[src/pkg/clkstate_pkg.sv]
// Constants, types and register map of the CPU clock source state machine.
// Summary of operation
// - After reset release the CPU runs on the internal fast oscillator, state B.
// - Dual-threshold mode: wait supply above threshold, then reset processing 11 to 45 us.
// - Setup steps may be skipped when target clock already runs or fields set.
// - Halt moves B to E, C to F, D to G keeping the clock source.
// - Stop from B gives H, from C gives I; never from the subsystem clock.
// - Oscillator mode select holds bits 7, 6, 5, 4 and amplifier select bit 0.
// - Main oscillator stop is bit 7 of main oscillator control; 0 lets it run.
// - Main system source select is bit 2, main-to-CPU select bit 0.
// - Subsystem select is bit 4 of processor clock control; 1 selects sub clock.
// - Internal fast oscillator status is bit 7, stop control bit 0.
// - Amplifier select rising stalls CPU 4.06 to 16.12 us, or 160 external clocks.
package clkstate_pkg;

  localparam logic [2:0] OFS_OSC_MODE = 3'h0;
  localparam logic [2:0] OFS_MAIN_OSC = 3'h1;
  localparam logic [2:0] OFS_MAIN_MODE = 3'h2;
  localparam logic [2:0] OFS_PROC_CLK = 3'h3;
  localparam logic [2:0] OFS_INT_OSC = 3'h4;

  localparam int BIT_EXT_MAIN = 7;
  localparam int BIT_MAIN_PIN = 6;
  localparam int BIT_EXT_SUB = 5;
  localparam int BIT_SUB_PIN = 4;
  localparam int BIT_AMP = 0;
  localparam int BIT_MAIN_STOP = 7;
  localparam int BIT_MAIN_SRC = 2;
  localparam int BIT_MAIN_CPU = 0;
  localparam int BIT_MAIN_ACTIVE = 5;
  localparam int BIT_SUB_SEL = 4;
  localparam int BIT_SUB_ACTIVE = 5;
  localparam int BIT_FAST_STATUS = 7;
  localparam int BIT_FAST_STOP = 0;

  localparam logic [7:0] MASK_OSC_MODE = 8'hF1;
  localparam logic [7:0] MASK_MAIN_OSC = 8'h80;
  localparam logic [7:0] MASK_MAIN_MODE = 8'h05;
  localparam logic [7:0] MASK_PROC_CLK = 8'h10;
  localparam logic [7:0] MASK_INT_OSC = 8'h01;

  localparam logic [7:0] RST_OSC_MODE = 8'h00;
  localparam logic [7:0] RST_MAIN_OSC = 8'h80;
  localparam logic [7:0] RST_MAIN_MODE = 8'h00;
  localparam logic [7:0] RST_PROC_CLK = 8'h00;
  localparam logic [7:0] RST_INT_OSC = 8'h00;

  localparam int CLK_PERIOD_PS = 4000;
  localparam int RESET_PROC_MIN_PS = 11000000;
  localparam int RESET_PROC_CYC = (RESET_PROC_MIN_PS + CLK_PERIOD_PS - 1) / CLK_PERIOD_PS;
  localparam int AMP_STALL_MIN_PS = 4060000;
  localparam int AMP_STALL_CYC = (AMP_STALL_MIN_PS + CLK_PERIOD_PS - 1) / CLK_PERIOD_PS;
  localparam int AMP_EXT_TICKS = 160;

  typedef enum logic [1:0] {SRC_FAST, SRC_MAIN, SRC_SUB} src_t;
  typedef enum {ST_A, ST_B, ST_C, ST_D, ST_E, ST_F, ST_G, ST_H, ST_I} cpu_state_t;
  typedef enum {SW_RUN, SW_DRAIN, SW_ARM} sw_state_t;

endpackage : clkstate_pkg

[src/pkg/clk_sel_if.sv]
// Carrier between the clock state machine and the glitch-free source switch.
`timescale 1ns/1ps
`default_nettype none
interface clk_sel_if;
  import clkstate_pkg::*;
  src_t want;
  logic [2:0] tick;
  logic gate;
  src_t cur;
  logic en;
  logic busy;
  modport ctrl (output want, output tick, output gate, input cur, input en, input busy);
  modport sw (input want, input tick, input gate, output cur, output en, output busy);
endinterface : clk_sel_if
`default_nettype wire

[src/clock_switch.sv]
// Glitch-free CPU clock enable selector between three source ticks.
`timescale 1ns/1ps
`default_nettype none
module clock_switch
  import clkstate_pkg::*;
(
  input wire logic CLK,
  input wire logic SRST,
  clk_sel_if.sw sel
);

  sw_state_t sw_state_reg;
  sw_state_t sw_state_next;
  src_t cur_reg;
  src_t cur_next;
  logic en_reg;
  logic en_next;

  function automatic logic tick_of(input src_t s, input logic [2:0] t);
    case (s)
      SRC_MAIN: tick_of = t[1];
      SRC_SUB: tick_of = t[2];
      default: tick_of = t[0];
    endcase
  endfunction : tick_of

  wire logic cur_tick = tick_of(cur_reg, sel.tick);

  always_comb begin
    sw_state_next = sw_state_reg;
    cur_next = cur_reg;
    case (sw_state_reg)
      SW_RUN: begin
        if (sel.want != cur_reg) begin
          sw_state_next = SW_DRAIN;
        end
      end
      SW_DRAIN: begin
        if (cur_tick) begin
          cur_next = sel.want;
          sw_state_next = SW_ARM;
        end
      end
      SW_ARM: begin
        if (cur_tick) begin
          sw_state_next = SW_RUN;
        end
      end
      default: sw_state_next = SW_RUN;
    endcase
  end

  // Output pulses only in the run phase, so no shortened period can escape.
  assign en_next = (sw_state_reg == SW_RUN) && (sel.want == cur_reg) && sel.gate && cur_tick;

  always_ff @(posedge CLK) begin
    if (SRST) begin
      sw_state_reg <= SW_RUN;
      cur_reg <= SRC_FAST;
      en_reg <= 1'b0;
    end else begin
      sw_state_reg <= sw_state_next;
      cur_reg <= cur_next;
      en_reg <= en_next;
    end
  end

  assign sel.cur = cur_reg;
  assign sel.en = en_reg;
  assign sel.busy = (sw_state_reg != SW_RUN);

  AST_SW_QUIET: assert property (@(posedge CLK) disable iff (SRST)
    (sw_state_reg != SW_RUN) |=> !en_reg)
    else $error("Clock enable pulsed while switching source.");

  AST_SW_ARM_WAIT: assert property (@(posedge CLK) disable iff (SRST)
    (sw_state_reg == SW_ARM && !cur_tick) |=> (sw_state_reg == SW_ARM) && $stable(cur_reg))
    else $error("Switch left arm phase without a tick of the new source.");

endmodule : clock_switch
`default_nettype wire

[src/cpu_clock_ctrl.sv]
// CPU clock source state machine with its clock control registers.
`timescale 1ns/1ps
`default_nettype none
module cpu_clock_ctrl
  import clkstate_pkg::*;
(
  input wire logic CLK,
  input wire logic SRST,
  input wire logic [2:0] ADDR,
  input wire logic [7:0] WDATA,
  input wire logic WR,
  input wire logic RD,
  output logic [7:0] RDATA,
  input wire logic POR_MODE,
  input wire logic SUPPLY_OK,
  input wire logic HALT_REQ,
  input wire logic STOP_REQ,
  input wire logic WAKE_REQ,
  input wire logic FAST_TICK,
  input wire logic MAIN_TICK,
  input wire logic SUB_TICK,
  input wire logic MAIN_STABLE,
  output logic CPU_CLK_EN,
  output logic [3:0] CPU_STATE,
  output logic CPU_IN_RESET,
  output logic FAST_OSC_RUN,
  output logic MAIN_OSC_RUN,
  output logic SUB_OSC_RUN
);

  clk_sel_if sel ();

  logic [7:0] oscillator_mode_select_reg;
  logic [7:0] main_oscillator_control_reg;
  logic [7:0] main_clock_mode_reg;
  logic [7:0] processor_clock_control_reg;
  logic [7:0] internal_oscillator_mode_reg;
  logic [7:0] rdata_reg;
  logic [7:0] rdata_next;
  cpu_state_t state_reg;
  cpu_state_t state_next;
  logic [11:0] rst_cnt_reg;
  logic [11:0] rst_cnt_next;
  logic [10:0] stall_cnt_reg;
  logic [10:0] stall_cnt_next;
  logic fast_run_reg;
  logic main_run_reg;
  logic sub_run_reg;
  src_t want_reg;
  src_t want_next;

  localparam logic [11:0] RST_LAST = 12'(RESET_PROC_CYC - 1);
  localparam logic [10:0] AMP_XTAL_LOAD = 11'(AMP_STALL_CYC);
  localparam logic [10:0] AMP_EXT_LOAD = 11'(AMP_EXT_TICKS);

  function automatic cpu_state_t run_state(input src_t s);
    case (s)
      SRC_MAIN: run_state = ST_C;
      SRC_SUB: run_state = ST_D;
      default: run_state = ST_B;
    endcase
  endfunction : run_state

  function automatic logic [3:0] state_code(input cpu_state_t s);
    case (s)
      ST_A: state_code = 4'h0;
      ST_B: state_code = 4'h1;
      ST_C: state_code = 4'h2;
      ST_D: state_code = 4'h3;
      ST_E: state_code = 4'h4;
      ST_F: state_code = 4'h5;
      ST_G: state_code = 4'h6;
      ST_H: state_code = 4'h7;
      default: state_code = 4'h8;
    endcase
  endfunction : state_code

  // Register write decode.
  wire logic wr_osc = WR && (ADDR == OFS_OSC_MODE);
  wire logic wr_moc = WR && (ADDR == OFS_MAIN_OSC);
  wire logic wr_mcm = WR && (ADDR == OFS_MAIN_MODE);
  wire logic wr_pcc = WR && (ADDR == OFS_PROC_CLK);
  wire logic wr_rcm = WR && (ADDR == OFS_INT_OSC);

  wire logic ext_main_input_sel = oscillator_mode_select_reg[BIT_EXT_MAIN];
  wire logic main_pin_osc_enable = oscillator_mode_select_reg[BIT_MAIN_PIN];
  wire logic ext_sub_input_sel = oscillator_mode_select_reg[BIT_EXT_SUB];
  wire logic sub_pin_osc_enable = oscillator_mode_select_reg[BIT_SUB_PIN];
  wire logic high_freq_amp_sel = oscillator_mode_select_reg[BIT_AMP];
  wire logic main_osc_stop = main_oscillator_control_reg[BIT_MAIN_STOP];
  wire logic main_system_src_sel = main_clock_mode_reg[BIT_MAIN_SRC];
  wire logic main_to_cpu_sel = main_clock_mode_reg[BIT_MAIN_CPU];
  wire logic cpu_subsystem_sel = processor_clock_control_reg[BIT_SUB_SEL];
  wire logic internal_fast_osc_stop = internal_oscillator_mode_reg[BIT_FAST_STOP];

  wire logic run_state_now = (state_reg == ST_B) || (state_reg == ST_C) || (state_reg == ST_D);
  wire logic halt_state_now = (state_reg == ST_E) || (state_reg == ST_F) || (state_reg == ST_G);
  wire logic stop_state_now = (state_reg == ST_H) || (state_reg == ST_I);

  // The crystal case needs the stabilization counter; an external clock is usable at once.
  wire logic main_ready = main_pin_osc_enable && !main_osc_stop && (ext_main_input_sel || MAIN_STABLE);
  // The sub crystal settling is timed by software, so only the pin enable gates it.
  wire logic sub_ready = sub_pin_osc_enable;
  wire logic fast_ready = !internal_fast_osc_stop;

  wire src_t target_src = cpu_subsystem_sel ? SRC_SUB :
                          (main_system_src_sel && main_to_cpu_sel) ? SRC_MAIN : SRC_FAST;
  wire logic target_ok = (target_src == SRC_FAST) ? fast_ready :
                         (target_src == SRC_MAIN) ? main_ready : sub_ready;

  always_comb begin
    want_next = want_reg;
    if (run_state_now && target_ok) begin
      want_next = target_src;
    end
  end

  wire logic amp_rise = wr_osc && WDATA[BIT_AMP] && !high_freq_amp_sel;
  wire logic stall_step = ext_main_input_sel ? MAIN_TICK : 1'b1;
  always_comb begin
    stall_cnt_next = stall_cnt_reg;
    if (amp_rise) begin
      stall_cnt_next = WDATA[BIT_EXT_MAIN] ? AMP_EXT_LOAD : AMP_XTAL_LOAD;
    end else if ((stall_cnt_reg != 11'h000) && stall_step) begin
      stall_cnt_next = stall_cnt_reg - 11'h001;
    end
  end

  wire logic rst_counting = (state_reg == ST_A) && (!POR_MODE || SUPPLY_OK);
  assign rst_cnt_next = rst_counting ? (rst_cnt_reg + 12'h001) : 12'h000;

  always_comb begin
    state_next = state_reg;
    case (state_reg)
      ST_A: begin
        if (rst_counting && (rst_cnt_reg == RST_LAST)) begin
          state_next = ST_B;
        end
      end
      ST_B, ST_C, ST_D: begin
        if (HALT_REQ) begin
          state_next = (state_reg == ST_B) ? ST_E : (state_reg == ST_C) ? ST_F : ST_G;
        end else if (STOP_REQ && (state_reg != ST_D)) begin
          state_next = (state_reg == ST_B) ? ST_H : ST_I;
        end else begin
          state_next = run_state(sel.cur);
        end
      end
      ST_E, ST_F, ST_G, ST_H, ST_I: begin
        if (WAKE_REQ) begin
          state_next = run_state(sel.cur);
        end
      end
      default: state_next = ST_A;
    endcase
  end

  // Read mux; main and sub status bits show the source actually feeding the CPU, the fast status bit shows the fast oscillator running.
  always_comb begin
    rdata_next = 8'h00;
    if (RD) begin
      case (ADDR)
        OFS_OSC_MODE: rdata_next = oscillator_mode_select_reg;
        OFS_MAIN_OSC: rdata_next = main_oscillator_control_reg;
        OFS_MAIN_MODE: begin
          rdata_next = main_clock_mode_reg;
          rdata_next[BIT_MAIN_ACTIVE] = (sel.cur == SRC_MAIN);
        end
        OFS_PROC_CLK: begin
          rdata_next = processor_clock_control_reg;
          rdata_next[BIT_SUB_ACTIVE] = (sel.cur == SRC_SUB);
        end
        OFS_INT_OSC: begin
          rdata_next = internal_oscillator_mode_reg;
          rdata_next[BIT_FAST_STATUS] = fast_run_reg;
        end
        default: rdata_next = 8'h00;
      endcase
    end
  end

  always_ff @(posedge CLK) begin
    if (SRST) begin
      oscillator_mode_select_reg <= RST_OSC_MODE;
      main_oscillator_control_reg <= RST_MAIN_OSC;
      main_clock_mode_reg <= RST_MAIN_MODE;
      processor_clock_control_reg <= RST_PROC_CLK;
      internal_oscillator_mode_reg <= RST_INT_OSC;
    end else begin
      if (wr_osc) oscillator_mode_select_reg <= WDATA & MASK_OSC_MODE;
      if (wr_moc) main_oscillator_control_reg <= WDATA & MASK_MAIN_OSC;
      if (wr_mcm) main_clock_mode_reg <= WDATA & MASK_MAIN_MODE;
      if (wr_pcc) processor_clock_control_reg <= WDATA & MASK_PROC_CLK;
      if (wr_rcm) internal_oscillator_mode_reg <= WDATA & MASK_INT_OSC;
    end
  end

  always_ff @(posedge CLK) begin
    if (SRST) begin
      state_reg <= ST_A;
      rst_cnt_reg <= 12'h000;
      stall_cnt_reg <= 11'h000;
      want_reg <= SRC_FAST;
      rdata_reg <= 8'h00;
    end else begin
      state_reg <= state_next;
      rst_cnt_reg <= rst_cnt_next;
      stall_cnt_reg <= stall_cnt_next;
      want_reg <= want_next;
      rdata_reg <= rdata_next;
    end
  end

  // A source that still feeds the CPU keeps running even if its stop bit is set.
  // Stop mode parks both main-side oscillators; the sub clock survives it.
  always_ff @(posedge CLK) begin
    if (SRST) begin
      fast_run_reg <= 1'b0;
      main_run_reg <= 1'b0;
      sub_run_reg <= 1'b0;
    end else begin
      fast_run_reg <= !stop_state_now && (fast_ready || (sel.cur == SRC_FAST));
      main_run_reg <= !stop_state_now && main_pin_osc_enable &&
                      (!main_osc_stop || (sel.cur == SRC_MAIN));
      sub_run_reg <= sub_pin_osc_enable || (sel.cur == SRC_SUB);
    end
  end

  assign sel.want = want_reg;
  assign sel.tick = {SUB_TICK && sub_run_reg, MAIN_TICK && main_run_reg, FAST_TICK && fast_run_reg};
  assign sel.gate = run_state_now && (stall_cnt_reg == 11'h000) && (state_next == state_reg);

  clock_switch u_switch (
    .CLK(CLK),
    .SRST(SRST),
    .sel(sel)
  );

  logic [3:0] state_out_reg;
  logic in_reset_reg;
  always_ff @(posedge CLK) begin
    if (SRST) begin
      state_out_reg <= 4'h0;
      in_reset_reg <= 1'b1;
    end else begin
      state_out_reg <= state_code(state_reg);
      in_reset_reg <= (state_reg == ST_A);
    end
  end

  assign RDATA = rdata_reg;
  assign CPU_CLK_EN = sel.en;
  assign CPU_STATE = state_out_reg;
  assign CPU_IN_RESET = in_reset_reg;
  assign FAST_OSC_RUN = fast_run_reg;
  assign MAIN_OSC_RUN = main_run_reg;
  assign SUB_OSC_RUN = sub_run_reg;

  AST_RELEASE_TO_B: assert property (@(posedge CLK) disable iff (SRST)
    (state_reg == ST_B && $past(state_reg == ST_A)) |-> $past(rst_cnt_reg) == RST_LAST)
    else $error("Left reset state before reset processing finished.");

  AST_SUPPLY_WAIT: assert property (@(posedge CLK) disable iff (SRST)
    (state_reg == ST_A && POR_MODE && !SUPPLY_OK) |=> (state_reg == ST_A) && (rst_cnt_reg == 12'h000))
    else $error("Reset processing ran below the supply threshold.");

  AST_HALT_FROM_C: assert property (@(posedge CLK) disable iff (SRST)
    (state_reg == ST_C && HALT_REQ) |=> (state_reg == ST_F) && (sel.cur == SRC_MAIN))
    else $error("Halt from main clock did not reach state F.");

  AST_HALT_FROM_D: assert property (@(posedge CLK) disable iff (SRST)
    (state_reg == ST_D && HALT_REQ) |=> state_reg == ST_G)
    else $error("Halt from subsystem clock did not reach state G.");

  AST_NO_STOP_SUB: assert property (@(posedge CLK) disable iff (SRST)
    (state_reg == ST_D && STOP_REQ && !HALT_REQ) |=> state_reg != ST_H && state_reg != ST_I)
    else $error("Stop entered from the subsystem clock.");

  AST_STOP_FROM_B: assert property (@(posedge CLK) disable iff (SRST)
    (state_reg == ST_B && STOP_REQ && !HALT_REQ) |=> state_reg == ST_H ##1 !CPU_CLK_EN)
    else $error("Stop from internal clock did not reach state H.");

  AST_OSC_FIELDS: assert property (@(posedge CLK) disable iff (SRST)
    wr_osc |=> oscillator_mode_select_reg == ($past(WDATA) & 8'hF1))
    else $error("Mode select register did not take its five fields.");

  AST_MAIN_MODE_READ: assert property (@(posedge CLK) disable iff (SRST)
    (RD && ADDR == OFS_MAIN_MODE) |=> RDATA[0] == $past(main_to_cpu_sel) && RDATA[2] == $past(main_system_src_sel))
    else $error("Main clock mode read back wrong select bits.");

  AST_AMP_STALL: assert property (@(posedge CLK) disable iff (SRST)
    (amp_rise && !WDATA[BIT_EXT_MAIN]) |=> (stall_cnt_reg == AMP_XTAL_LOAD) ##1 !CPU_CLK_EN [*3])
    else $error("Amplifier select did not stall the CPU clock.");

  AST_NO_STOPPED_TARGET: assert property (@(posedge CLK) disable iff (SRST)
    (want_reg != $past(want_reg)) |-> $past(target_ok))
    else $error("CPU clock steered to a stopped oscillator.");

  AST_STATE_SOURCE: assert property (@(posedge CLK) disable iff (SRST)
    (state_reg == ST_G) |-> sel.cur == SRC_SUB)
    else $error("Halt state G without the subsystem clock.");

endmodule : cpu_clock_ctrl
`default_nettype wire

[config.mk]
export PLATFORM = sky130hd
export DESIGN_NAME = cpu_clock_ctrl
export DESIGN_NICKNAME = d
export VERILOG_FILES = /design/src/pkg/clkstate_pkg.sv /design/src/pkg/clk_sel_if.sv /design/src/clock_switch.sv /design/src/cpu_clock_ctrl.sv
export SDC_FILE = /design/constraint.sdc
export NUM_CORES = 1
export LEC_CHECK = 0
export BUFFER_PORTS_ARGS = -buffer_cell sky130_fd_sc_hd__buf_4
export CAP_MARGIN = 20
export CORE_UTILIZATION = 55
export DETAILED_ROUTE_END_ITERATION = 10
export PLACE_DENSITY = 0.76
export SYNTH_ARGS = -nofsm -noshare
export SYNTH_HDL_FRONTEND = slang
export SYNTH_SLANG_ARGS = --single-unit
[constraint.sdc]
create_clock -name CLK -period 4.3 [get_ports CLK]
set_clock_uncertainty 0.1 [all_clocks]
set_input_delay 0.43 -clock CLK [delete_from_list [all_inputs] [get_ports CLK]]
set_output_delay 0.43 -clock CLK [all_outputs]
set_load 0.005 [all_outputs]
### Word-level counts from Yosys, hierarchy flattened

Memories as Yosys holds them, arrays and structs flattened. A register that Yosys moved wholly into a read port is not among the register bits.
Cells that the tools add are included.
Widths: inputs -> output; s select.

| word-level totals | value |
|---|---|
| register bits after elaboration | 118 |
| bits in latches | 0 |
| bits in writable memories | 0 |
| ROM bits | 24 |
| bits of input ports | 24 |
| output and inout bits | 17 |
| word-level logic and storage cells | 137 |
| memories kept | 1 |

Memory list:

| memory | depth | bits a word | rd ports | clocked after Yosys merged registers in | wr ports | line | RTL |
|---|---|---|---|---|---|---|---|
| (no name shown) | 8 | 3 | 1 | 1 | 0 | cpu_clock_ctrl.sv:65 | `case (s)` |

| cells by class | value |
|---|---|
| $add $sub $neg | 2 |
| multipliers | 0 |
| divide/modulo/power cells | 0 |
| $lt $le $gt $ge | 0 |
| equal/unequal tests | 30 |
| shift operators | 0 |
| muxes and demuxes | 25 |
| bitwise gates (word level) | 3 |
| reductions and logical operators | 57 |

Operators by type and width:

| cell | number |
|---|---|
| $eq 32x3->1 const B | 6 |
| $pmux 32 s3 | 2 |
| $mux 32 | 5 |
| $eq 32x2->1 const B | 4 |
| $logic_not 32->1 | 4 |
| $eq 32x1->1 const B | 2 |
| $eq 32x4->1 const B | 2 |
| $pmux 8 s5 | 1 |
| $eq 32x32->1 | 1 |
| $eq 32x5->1 const B | 1 |
| $ne 32x3->1 const B | 1 |
| $logic_not 29->1 | 1 |
| $logic_and 1x1->1 | 26 |
| $mux 11 | 2 |
| $mux 4 | 4 |
| $add 12x1->12 const B | 1 |
| $eq 12x12->1 const B | 1 |
| $logic_not 11->1 | 1 |
| $reduce_bool 11->1 | 1 |
| $sub 11x1->11 const B | 1 |
| $mux 10 | 1 |
| $logic_or 1x1->1 | 8 |
| $eq 3x2->1 const B | 2 |
| $mux 2 | 3 |
| other kinds (21) | 36 |

### Depth between registers and ports, before layout

Gate-level depths: netlist of run 1.

| depth | value |
|---|---|
| depth in word-level cells | 10 |
| gate-level depth with buffers | 8 |

### Cells and area by module

A second synthesis of run 1 with hierarchy kept.

| second synthesis, totals | value |
|---|---|
| cells, all modules | 362 |
| area total of the unflattened synthesis | 3,514.6 um^2 |

Modules (own cells, without submodules):

| module | times used | cells each | area an instance (um^2) | seq. area each (um^2) |
|---|---|---|---|---|
| cpu_clock_ctrl | 1 | 334 | 3,205.6 | 1,621.6 |
| clock_switch | 1 | 28 | 309.0 | 100.1 |

### Worst setup path before layout of run 1

Ideal clock, no wire load.

| timing path | value |
|---|---|
| path kind | register -> register |
| start | reg u_switch.cur_reg[0] (netlist: u_switch.sel.cur[0]) |
| end | reg u_switch.en_reg (netlist: u_switch.sel.en) |
| setup time | 0.086 ns |
| arrival | 2.144 ns |
| data required time | 4.114 ns |
| slack | 1.971 ns |
| cell stages (with the launch flop) | 8 |
| path through | dfxtp_1 -> inv_1 -> ha_1 -> mux2i_1 -> nor3_4 -> or4b_2 -> a2111o_1 -> a211oi_1 |

| between the ends | value |
|---|---|
| longest elaborated chain between the ends | 9 |

Ends and longest elaborated chain:

| item | line | RTL |
|---|---|---|
| start: declaration | clock_switch.sv:14 | `src_t cur_reg;` |
| start signal: assignment | clock_switch.sv:63 | `cur_reg <= cur_next;` |
| $eq 2x2->1 / $eq 2x1->1 (equally long branches) | clock_switch.sv:20, cpu_clock_ctrl.sv:57 |  |
| $pmux 2 s2 | cpu_clock_ctrl.sv:57 | `case (s)` |
| $mux 4 | cpu_clock_ctrl.sv:143 | `end else if (STOP_REQ && (state_reg != ST_D)) begin` |
| $mux 4 | cpu_clock_ctrl.sv:141 | `if (HALT_REQ) begin` |
| $pmux 32 s3 | cpu_clock_ctrl.sv:134 | `case (state_reg)` |
| $eq 32x32->1 | cpu_clock_ctrl.sv:231 | `assign sel.gate = run_state_now && (stall_cnt_reg == 11'h000) && (state_next == state_reg);` |
| $logic_and 1x1->1 | cpu_clock_ctrl.sv:231 |  |
| $logic_and 1x1->1 | clock_switch.sv:54 | `assign en_next = (sw_state_reg == SW_RUN) && (sel.want == cur_reg) && sel.gate && cur_tick;` |
| $logic_and 1x1->1 * | clock_switch.sv:54 |  |
| end signal: assignment | clock_switch.sv:64 | `en_reg <= en_next;` |
| end: declaration | clock_switch.sv:16 | `logic en_reg;` |

Mark *: on every way between the ends. The rest lies on a longest branch, timed or not.
A chain may end at the register's enable or synchronous reset.

### Worst setup path after layout of run 1

Ends and elaborated chain as after synthesis.

==> impl_metrics.xml, run 1 <==
<?xml version="1.0" encoding="UTF-8"?>
<metrics>
  <group name="outcome">
    <metric name="status" unit="">complete, no violations</metric>
  </group>
  <group name="clock_tree">
    <metric name="postCtsSetupRepairBufs" unit="">0</metric>
    <metric name="cts.path.max_buffers" unit="">2</metric>
    <metric name="clk_transition_reported_paths" unit="ps">80</metric>
    <metric name="tritoncts_clock_tree" unit="">done</metric>
    <metric name="cts_num_sinks" unit="">86</metric>
    <metric name="clockRootBuffer" unit="">sky130_fd_sc_hd__clkbuf_8</metric>
    <metric name="cts_hold_buf" unit="">0</metric>
    <metric name="cts_resized" unit="">0</metric>
    <metric name="cts.htree.levels" unit="">3</metric>
    <metric name="clock_latency" unit="ps">340</metric>
    <metric name="cts_buffers" unit="">9</metric>
  </group>
  <group name="synth">
    <metric name="ys.warnings.count" unit="">0</metric>
    <metric name="syn_inst" unit="">353</metric>
    <metric name="synthTopCellsByArea" unit="">sky130_fd_sc_hd__dfxtp_1, sky130_fd_sc_hd__nor2_1, sky130_fd_sc_hd__xor2_1</metric>
    <metric name="synth-seq-area-share" unit="%">50.7</metric>
    <metric name="ys.flop_type" unit="">sky130_fd_sc_hd__dfxtp_1</metric>
    <metric name="ys_async_sr_fraction" unit="%">0</metric>
    <metric name="top_area_cell_type_share_of_the_netlist_area" unit="%">50.7</metric>
    <metric name="synth_seq_cells" unit="">86</metric>
    <metric name="synth.cell_area" unit="um2">3400</metric>
    <metric name="postSynthAreaPerCell" unit="um2">9.62</metric>
    <metric name="post-synth-top-area-cell" unit="">sky130_fd_sc_hd__dfxtp_1</metric>
    <metric name="ys_types" unit="">60</metric>
    <metric name="synth_enable_flop_cells" unit="">0</metric>
  </group>
  <group name="power">
    <metric name="power_frac_clock" unit="%">33.7</metric>
    <metric name="switching_share" unit="%">26.7</metric>
    <metric name="ir_worst_vdd" unit="mV">0.306</metric>
    <metric name="pwr-share-seq" unit="%">49.5</metric>
    <metric name="internal_power" unit="mW">1.34</metric>
    <metric name="power-per-cell-area" unit="nW/um2">453</metric>
    <metric name="net-switching-power" unit="mW">0.485</metric>
    <metric name="leakage" unit="nW">1.64</metric>
    <metric name="combinational_power_share" unit="%">16.8</metric>
  </group>
  <group name="drt">
    <metric name="viasPerCell" unit="">5.38</metric>
    <metric name="drt_drc_violations_left" unit="">0</metric>
    <metric name="antenna_left" unit="">0</metric>
    <metric name="postRouteWirelength" unit="um">6560</metric>
    <metric name="route.detailed.wl_per_inst" unit="um">13.3</metric>
    <metric name="detail_route.iter0.violations" unit="">97</metric>
    <metric name="via_count" unit="">2659</metric>
    <metric name="drt_pass1_iterations" unit="">4</metric>
  </group>
  <group name="worst_setup_path">
    <metric name="data_required_time_at_the_worst_endpoint" unit="ps">4440</metric>
    <metric name="crit_type" unit="">reg2reg</metric>
    <metric name="startpoint_type_of_the_worst_setup_path" unit="">register</metric>
    <metric name="critPathArrivalTime" unit="ps">2630</metric>
    <metric name="worst-r2r-cell-count" unit="">7</metric>
    <metric name="crit_path_end_kind" unit="">register</metric>
    <metric name="worstPathMaxFanout" unit="">4</metric>
  </group>
  <group name="sta">
    <metric name="final-setup-viol-count" unit="">0</metric>
    <metric name="final.period_utilization" unit="%">57.8</metric>
    <metric name="worstMarginPinSlew" unit="ps">701</metric>
    <metric name="fmaxAchievable" unit="GHz">0.402</metric>
    <metric name="rsz0062_at_grt" unit="">no</metric>
    <metric name="timing_hold_violations_final" unit="">0</metric>
    <metric name="relSlewSlack" unit="%">52.6</metric>
    <metric name="timing.setup.tns" unit="ps">0</metric>
    <metric name="slew_viol_final" unit="">0</metric>
    <metric name="shortest_period_the_worst_path_allows" unit="ps">2490</metric>
    <metric name="worst_hold_margin" unit="ps">224</metric>
  </group>
  <group name="floorplan">
    <metric name="core_area" unit="um2">5960</metric>
    <metric name="fp.dieArea" unit="um2">6490</metric>
    <metric name="num_io_pins" unit="">41</metric>
    <metric name="die_y" unit="um">80.6</metric>
    <metric name="floorplan.rows" unit="">28</metric>
    <metric name="die_width" unit="um">80.6</metric>
    <metric name="start_util" unit="%">57.0</metric>
  </group>
  <group name="cells_and_area">
    <metric name="drive_above_1_share" unit="%">14.8</metric>
    <metric name="largest_reg_flops" unit="">32</metric>
    <metric name="final_nets" unit="">445</metric>
    <metric name="antenna_cells_inserted" unit="">0</metric>
    <metric name="area_delta_synth_final" unit="%">18.4</metric>
  </group>
  <group name="worst_hold_path">
    <metric name="hold_class" unit="">in2reg</metric>
    <metric name="min_path_cells" unit="">2</metric>
  </group>
  <group name="placed_design">
    <metric name="finalWeightedCongestion" unit="">0.835</metric>
    <metric name="port_buffers" unit="">36</metric>
    <metric name="dpl.hpwl" unit="um">4670</metric>
  </group>
  <group name="global_routing">
    <metric name="overflow" unit="">0</metric>
    <metric name="wire_length_of_the_first_global_routing_pass" unit="um">11000</metric>
    <metric name="antenna_found_initial" unit="">0</metric>
    <metric name="globalRouteTotalUtil" unit="%">22.2</metric>
    <metric name="largest_net_degree_at_the_start_of_global_routing" unit="">38</metric>
    <metric name="grt_pass1_vias" unit="">2464</metric>
  </group>
  <group name="job">
    <metric name="timing.max_cap.violations" unit="">0</metric>
  </group>
</metrics>
[layout by cell type (no fill, tap or decap), types with 2 or more instances in the layout]
cell	n
sky130_fd_sc_hd__o22ai_1	2
sky130_fd_sc_hd__conb_1	30
sky130_fd_sc_hd__nor3_1	5
sky130_fd_sc_hd__o21ai_0	9
sky130_fd_sc_hd__nand2_1	22
sky130_fd_sc_hd__nand4_1	7
sky130_fd_sc_hd__ha_1	6
sky130_fd_sc_hd__buf_4	36
sky130_fd_sc_hd__clkbuf_8	10
sky130_fd_sc_hd__nor4_1	10
sky130_fd_sc_hd__bufinv_16	2
sky130_fd_sc_hd__nand3_1	10
sky130_fd_sc_hd__nor2_1	45
sky130_fd_sc_hd__nand2b_1	4
sky130_fd_sc_hd__a21o_1	2
sky130_fd_sc_hd__and3b_1	2
sky130_fd_sc_hd__o211ai_1	5
sky130_fd_sc_hd__nor3b_1	4
sky130_fd_sc_hd__nand3b_1	2
sky130_fd_sc_hd__xnor2_1	2
sky130_fd_sc_hd__inv_1	13
sky130_fd_sc_hd__nor2b_1	4
sky130_fd_sc_hd__xor2_1	19
sky130_fd_sc_hd__a21oi_1	20
sky130_fd_sc_hd__clkinvlp_4	2
sky130_fd_sc_hd__mux2i_1	14
sky130_fd_sc_hd__nor4b_1	4
sky130_fd_sc_hd__or4_1	2
sky130_fd_sc_hd__nand4b_1	4
sky130_fd_sc_hd__or3b_2	2
sky130_fd_sc_hd__and3_1	5
sky130_fd_sc_hd__dfxtp_1	86
sky130_fd_sc_hd__a22oi_1	2
[final cells by class]
class	count	area [um2]
clock buffer	10	138
clock inverter	5	83.8
fill	503	1930
inverter	13	48.8
multi-input combinational	269	1670
sequential	86	1720
tap	75	93.8
timing repair buffer	36	270
[worst max-delay path, cell delays in order, from the launching register on]
cell                       delay [ps]
sky130_fd_sc_hd__dfxtp_1          400
sky130_fd_sc_hd__inv_1             80
sky130_fd_sc_hd__ha_1             340
sky130_fd_sc_hd__mux2i_1          240
sky130_fd_sc_hd__nor3_4            60
sky130_fd_sc_hd__or4b_2           630
sky130_fd_sc_hd__a2111o_1         370
sky130_fd_sc_hd__a211oi_1         180
[power by group through the flow]
stage | combinational (mW) | clock, mW | sequential, mW
after floorplan | 0.245 | 0 | 0.909
after global placement | 0.293 | 0 | 0.916
after detailed placement | 0.301 | 0 | 0.919
after CTS | 0.307 | 0.627 | 0.901
after global routing | 0.339 | 0.664 | 0.908
final | 0.306 | 0.613 | 0.902
[path summary, 6_finish.rpt]
check                 startpoint           endpoint  slack, ps
max          u_switch.sel.cur[0]    u_switch.sel.en       1810
min                     WDATA[7]   stall_cnt_reg[1]        220
max reg2reg  u_switch.sel.cur[0]    u_switch.sel.en       1810
min reg2reg    stall_cnt_reg[10]  stall_cnt_reg[10]        350
[cell usage after synthesis (6+ instances only)]
master / count
sky130_fd_sc_hd__nor4_1: 10
sky130_fd_sc_hd__dfxtp_1: 86
sky130_fd_sc_hd__o21ai_0: 9
sky130_fd_sc_hd__clkbuf_1: 9
sky130_fd_sc_hd__nand2_1: 22
sky130_fd_sc_hd__inv_1: 13
sky130_fd_sc_hd__nand4_1: 7
sky130_fd_sc_hd__xor2_1: 19
sky130_fd_sc_hd__nand3_1: 10
sky130_fd_sc_hd__a21oi_1: 20
sky130_fd_sc_hd__ha_1: 6
sky130_fd_sc_hd__mux2i_1: 14
sky130_fd_sc_hd__nor2_1: 45
[per-layer routing]
layer | wire (um) | global-route usage [%] | vias to the layer above
met1 | 2960 | 28.1 | 1240
met3 | 350 | 4.09 | 11
li1 | - | - | 1335
met5 | 0 | 0 | -
met2 | 3120 | 36.0 | 73
met4 | 125 | 11.3 | 0
[per-stage QoR]
| stage | worst slack (ps) | util (%) | instances | cell area [um2] | total power [mW] |
|---|---|---|---|---|---|
| floorplan | 1970 | - | 382 | 3510 | 1.15 |
| global placement | 1850 | 63.8 | 479 | 3800 | 1.21 |
| detailed placement | 1830 | 63.8 | 479 | 3800 | 1.22 |
| CTS | 1790 | 67.5 | 494 | 4020 | 1.84 |
| global route | 1650 | 67.5 | 494 | 4020 | 1.91 |
| finish | 1810 | 67.5 | 494 | 4020 | 1.82 |
[kinds of logic (layout without fill, tap and decap cells)]
| family | count (synthesis) | after routing | share of synthesized area [%] |
|---|---|---|---|
| AO/OA/AOI/OAI | 53 | 53 | 9.76 |
| XOR/XNOR | 21 | 21 | 5.41 |
| adder cells (fa/ha/maj) | 6 | 6 | 2.21 |
| buffers and inverters | 27 | 64 | 3.46 |
| flip-flops | 86 | 86 | 50.7 |
| multiplexers | 14 | 14 | 4.13 |
| other | 1 | 30 | 0.110 |
| AND/OR/NAND/NOR | 145 | 145 | 24.2 |
No activity file was read; power rests on OpenSTA's default activity.
==> inputs of run 2 (changes only) <==
--- a/config.mk
+++ b/config.mk
@@ -5,11 +5,12 @@
 export SDC_FILE = /design/constraint.sdc
 export NUM_CORES = 1
 export LEC_CHECK = 0
+export ABC_AREA = 1
 export BUFFER_PORTS_ARGS = -buffer_cell sky130_fd_sc_hd__buf_4
 export CAP_MARGIN = 20
 export CORE_UTILIZATION = 55
 export DETAILED_ROUTE_END_ITERATION = 10
-export PLACE_DENSITY = 0.76
+export PLACE_DENSITY = 0.75
 export SYNTH_ARGS = -nofsm -noshare
 export SYNTH_HDL_FRONTEND = slang
 export SYNTH_SLANG_ARGS = --single-unit
==> constraint.sdc (replaced) <==
create_clock -name CLK -period 2.3 [get_ports CLK]
set_clock_uncertainty 0.1 [all_clocks]
set_input_delay 0.23 -clock CLK [delete_from_list [all_inputs] [get_ports CLK]]
set_output_delay 0.23 -clock CLK [all_outputs]
set_load 0.005 [all_outputs]
==> impl_metrics.xml, run 2 <==
<?xml version="1.0" encoding="UTF-8"?>
<metrics>
  <group name="clock_tree">
    <metric name="clk_transition_reported_paths" unit="ps">80</metric>
    <metric name="cts.htree.levels" unit="">3</metric>
    <metric name="cts_num_sinks" unit="">86</metric>
    <metric name="clock_latency" unit="ps">360</metric>
    <metric name="cts_resized" unit="">0</metric>
    <metric name="tritoncts_clock_tree" unit="">done</metric>
    <metric name="clockRootBuffer" unit="">sky130_fd_sc_hd__clkbuf_8</metric>
    <metric name="cts.path.max_buffers" unit="">2</metric>
    <metric name="cts_buffers" unit="">9</metric>
  </group>
  <group name="drt">
    <metric name="antenna_left" unit="">0</metric>
    <metric name="top_signal_layer_used" unit="">met4</metric>
    <metric name="detail_route.iter0.violations" unit="">117</metric>
    <metric name="viasPerCell" unit="">4.92</metric>
    <metric name="route.detailed.wl_per_inst" unit="um">11.5</metric>
    <metric name="drt_drc_violations_left" unit="">0</metric>
    <metric name="met1_wire_length" unit="um">3450</metric>
    <metric name="via_count" unit="">3305</metric>
    <metric name="drt_pass1_iterations" unit="">4</metric>
    <metric name="postRouteWirelength" unit="um">7700</metric>
    <metric name="met2_routed_wl" unit="um">3790</metric>
    <metric name="met3_length" unit="um">322</metric>
  </group>
  <group name="power">
    <metric name="internal_power" unit="mW">2.38</metric>
    <metric name="switching_share" unit="%">30.5</metric>
    <metric name="net-switching-power" unit="mW">1.05</metric>
    <metric name="ir_worst_vdd" unit="mV">0.490</metric>
    <metric name="power-per-cell-area" unit="nW/um2">761</metric>
    <metric name="leakage" unit="nW">1.93</metric>
    <metric name="power_frac_clock" unit="%">30.5</metric>
    <metric name="combinational_power_share" unit="%">20.3</metric>
    <metric name="pwr-share-seq" unit="%">49.2</metric>
    <metric name="fin_total_pwr" unit="mW">3.43</metric>
  </group>
  <group name="worst_setup_path">
    <metric name="worst_r2r_startpoint" unit="">state_reg[0]</metric>
    <metric name="setup.reg_to_reg.worst_slack" unit="ps">280</metric>
    <metric name="crit_type" unit="">reg2reg</metric>
    <metric name="worst_setup_endpoint" unit="">u_switch.sel.en</metric>
    <metric name="worstPathMaxFanout" unit="">9</metric>
    <metric name="critPathArrivalTime" unit="ps">2220</metric>
    <metric name="startpoint_type_of_the_worst_setup_path" unit="">register</metric>
    <metric name="crit-reg2reg-capture" unit="">u_switch.sel.en</metric>
    <metric name="data_required_time_at_the_worst_endpoint" unit="ps">2500</metric>
    <metric name="worst-r2r-cell-count" unit="">12</metric>
    <metric name="crit_path_end_kind" unit="">register</metric>
    <metric name="critPathLaunch" unit="">state_reg[0]</metric>
  </group>
  <group name="floorplan">
    <metric name="floorplan.rows" unit="">30</metric>
    <metric name="die_y" unit="um">85.7</metric>
    <metric name="num_io_pins" unit="">41</metric>
    <metric name="core_area" unit="um2">6790</metric>
    <metric name="die_width" unit="um">85.7</metric>
    <metric name="fp.dieArea" unit="um2">7340</metric>
    <metric name="start_util" unit="%">56.7</metric>
  </group>
  <group name="global_routing">
    <metric name="antenna_found_initial" unit="">0</metric>
    <metric name="overflow" unit="">0</metric>
    <metric name="largest_net_degree_at_the_start_of_global_routing" unit="">25</metric>
    <metric name="wire_length_of_the_first_global_routing_pass" unit="um">12900</metric>
    <metric name="grt_pass1_vias" unit="">3057</metric>
    <metric name="globalRouteTotalUtil" unit="%">22.5</metric>
  </group>
  <group name="synth">
    <metric name="post-synth-top-area-cell" unit="">sky130_fd_sc_hd__dfxtp_1</metric>
    <metric name="ys_types" unit="">40</metric>
    <metric name="top_area_cell_type_share_of_the_netlist_area" unit="%">44.7</metric>
    <metric name="postSynthAreaPerCell" unit="um2">7.66</metric>
    <metric name="yosysMostFrequentCell" unit="">sky130_fd_sc_hd__dfxtp_1</metric>
    <metric name="yosys-top-cells-count" unit="">sky130_fd_sc_hd__dfxtp_1, sky130_fd_sc_hd__nand2_1, sky130_fd_sc_hd__nor2_1</metric>
    <metric name="syn_inst" unit="">503</metric>
    <metric name="synth.cell_area" unit="um2">3850</metric>
    <metric name="ys.flop_type" unit="">sky130_fd_sc_hd__dfxtp_1</metric>
    <metric name="synth_seq_cells" unit="">86</metric>
    <metric name="ys_async_sr_fraction" unit="%">0</metric>
    <metric name="ys.warnings.count" unit="">0</metric>
    <metric name="synthTopCellsByArea" unit="">sky130_fd_sc_hd__dfxtp_1, sky130_fd_sc_hd__nand2_1, sky130_fd_sc_hd__nor2_1</metric>
    <metric name="synth_enable_flop_cells" unit="">0</metric>
    <metric name="synth-seq-area-share" unit="%">44.7</metric>
  </group>
  <group name="placed_design">
    <metric name="detailed_place.area" unit="um2">4300</metric>
    <metric name="finalWeightedCongestion" unit="">0.850</metric>
    <metric name="port_buffers" unit="">36</metric>
    <metric name="dpl.hpwl" unit="um">5720</metric>
  </group>
  <group name="cells_and_area">
    <metric name="final_nets" unit="">602</metric>
    <metric name="area_delta_synth_final" unit="%">16.8</metric>
    <metric name="layout_common_cells" unit="">sky130_fd_sc_hd__dfxtp_1, sky130_fd_sc_hd__nand2_1, sky130_fd_sc_hd__nor2_1</metric>
    <metric name="antenna_cells_inserted" unit="">0</metric>
    <metric name="drive_above_1_share" unit="%">18.1</metric>
    <metric name="largest_reg_flops" unit="">32</metric>
    <metric name="final_common_cell" unit="">sky130_fd_sc_hd__dfxtp_1</metric>
    <metric name="final_design_area_no_fill" unit="um2">4500</metric>
  </group>
  <group name="sta">
    <metric name="fmaxAchievable" unit="GHz">0.495</metric>
    <metric name="timing.setup.tns" unit="ps">0</metric>
    <metric name="slew_viol_final" unit="">0</metric>
    <metric name="worst_hold_margin" unit="ps">18.9</metric>
    <metric name="timing_hold_violations_final" unit="">0</metric>
    <metric name="final-setup-viol-count" unit="">0</metric>
    <metric name="final.period_utilization" unit="%">87.8</metric>
    <metric name="rsz0062_at_grt" unit="">no</metric>
    <metric name="shortest_period_the_worst_path_allows" unit="ps">2020</metric>
  </group>
  <group name="worst_hold_path">
    <metric name="holdCritStartpoint" unit="">WDATA[4]</metric>
    <metric name="hold_class" unit="">in2reg</metric>
  </group>
  <group name="job">
    <metric name="timing.max_cap.violations" unit="">0</metric>
  </group>
  <group name="outcome">
    <metric name="status" unit="">complete, no violations</metric>
  </group>
</metrics>
-- run 2: cell count changes after synthesis, moves of 14 or more --
cell | previous run | this run
sky130_fd_sc_hd__nor2_1 | 45 | 78
sky130_fd_sc_hd__mux2i_1 | 14 | 0
sky130_fd_sc_hd__o21ai_0 | 9 | 28
sky130_fd_sc_hd__xor2_1 | 19 | 3
sky130_fd_sc_hd__nand2_1 | 22 | 84
sky130_fd_sc_hd__inv_1 | 13 | 48
sky130_fd_sc_hd__nand3_1 | 10 | 28
-- run 2: worst max-delay path, stage by stage (launching register included) --
cell and delay (ps):
sky130_fd_sc_hd__dfxtp_1 630, sky130_fd_sc_hd__nand2_2 100, sky130_fd_sc_hd__nor2_1 140, sky130_fd_sc_hd__nand2_1 80
sky130_fd_sc_hd__nor2_1 130, sky130_fd_sc_hd__nand2_1 140, sky130_fd_sc_hd__nand2_1 130, sky130_fd_sc_hd__nor2_1 50
sky130_fd_sc_hd__nand3_1 80, sky130_fd_sc_hd__nand2_1 60, sky130_fd_sc_hd__nor2_1 140, sky130_fd_sc_hd__nand4_1 110
sky130_fd_sc_hd__nor2_1 90
-- run 2: kinds of logic after synthesis --
logic type               after synthesis  synth area share, %
AO/OA/AOI/OAI                         82                 13.0
other                                  1               0.0973
adder cells (fa/ha/maj)                6                 1.95
buffers and inverters                 71                 7.76
flip-flops                            86                 44.7
XOR/XNOR                               9                 2.05
AND/OR/NAND/NOR                      248                 30.4
-- run 2: layout make-up --
class	instances	area, um2
Multi-Input combinational cell	375	1940
Tap cell	96	120
Inverter	62	235
Clock inverter	6	71.3
Sequential cell	86	1720
Clock buffer	9	124
Timing Repair Buffer	38	288
Fill cell	598	2290
-- run 2: worst min path at each step --
stage                                          to  slack, ps  cells after the start
finish              oscillator_mode_select_reg[4]         20                      3
detailed placement                       RDATA[2]        350                      2
CTS                 oscillator_mode_select_reg[4]         10                      3
floorplan                             sel.want[0]        200                      1
global route        oscillator_mode_select_reg[4]         30                      3
global placement                   rst_cnt_reg[0]        350                      1
-- run 2: stage by stage --
stage	std cells	worst slack (ps)	utilization, %
2_1_floorplan	532	554	-
3_3_place_gp	656	376	63.2
3_5_place_dp	656	300	63.2
4_1_cts	672	248	66.2
5_1_grt	672	87.5	66.2
6_report	672	280	66.2
-- run 2: repair_timing --
| item | 4_1_cts | 5_1_grt |
|---|---|---|
| hold buffers | 1 | 0 |
| endpoints found under the hold margin | 1 | 0 |
| buffers inserted | 0 | 0 |
-- run 2: routing by layer --
metal	global-route usage, %	up-vias
li1	-	1734
met1	26.1	1498
met2	40.4	59
met3	5.10	14
met4	8.64	0
met5	0	-
-- run 2: power by group through the flow --
stage | sequential [mW] | clock (mW) | combinational [mW]
CTS | 1.68 | 1.06 | 0.694
global placement | 1.71 | 0 | 0.663
floorplan | 1.70 | 0 | 0.539
global route | 1.70 | 1.13 | 0.788
finish | 1.69 | 1.05 | 0.695
detailed placement | 1.72 | 0 | 0.690
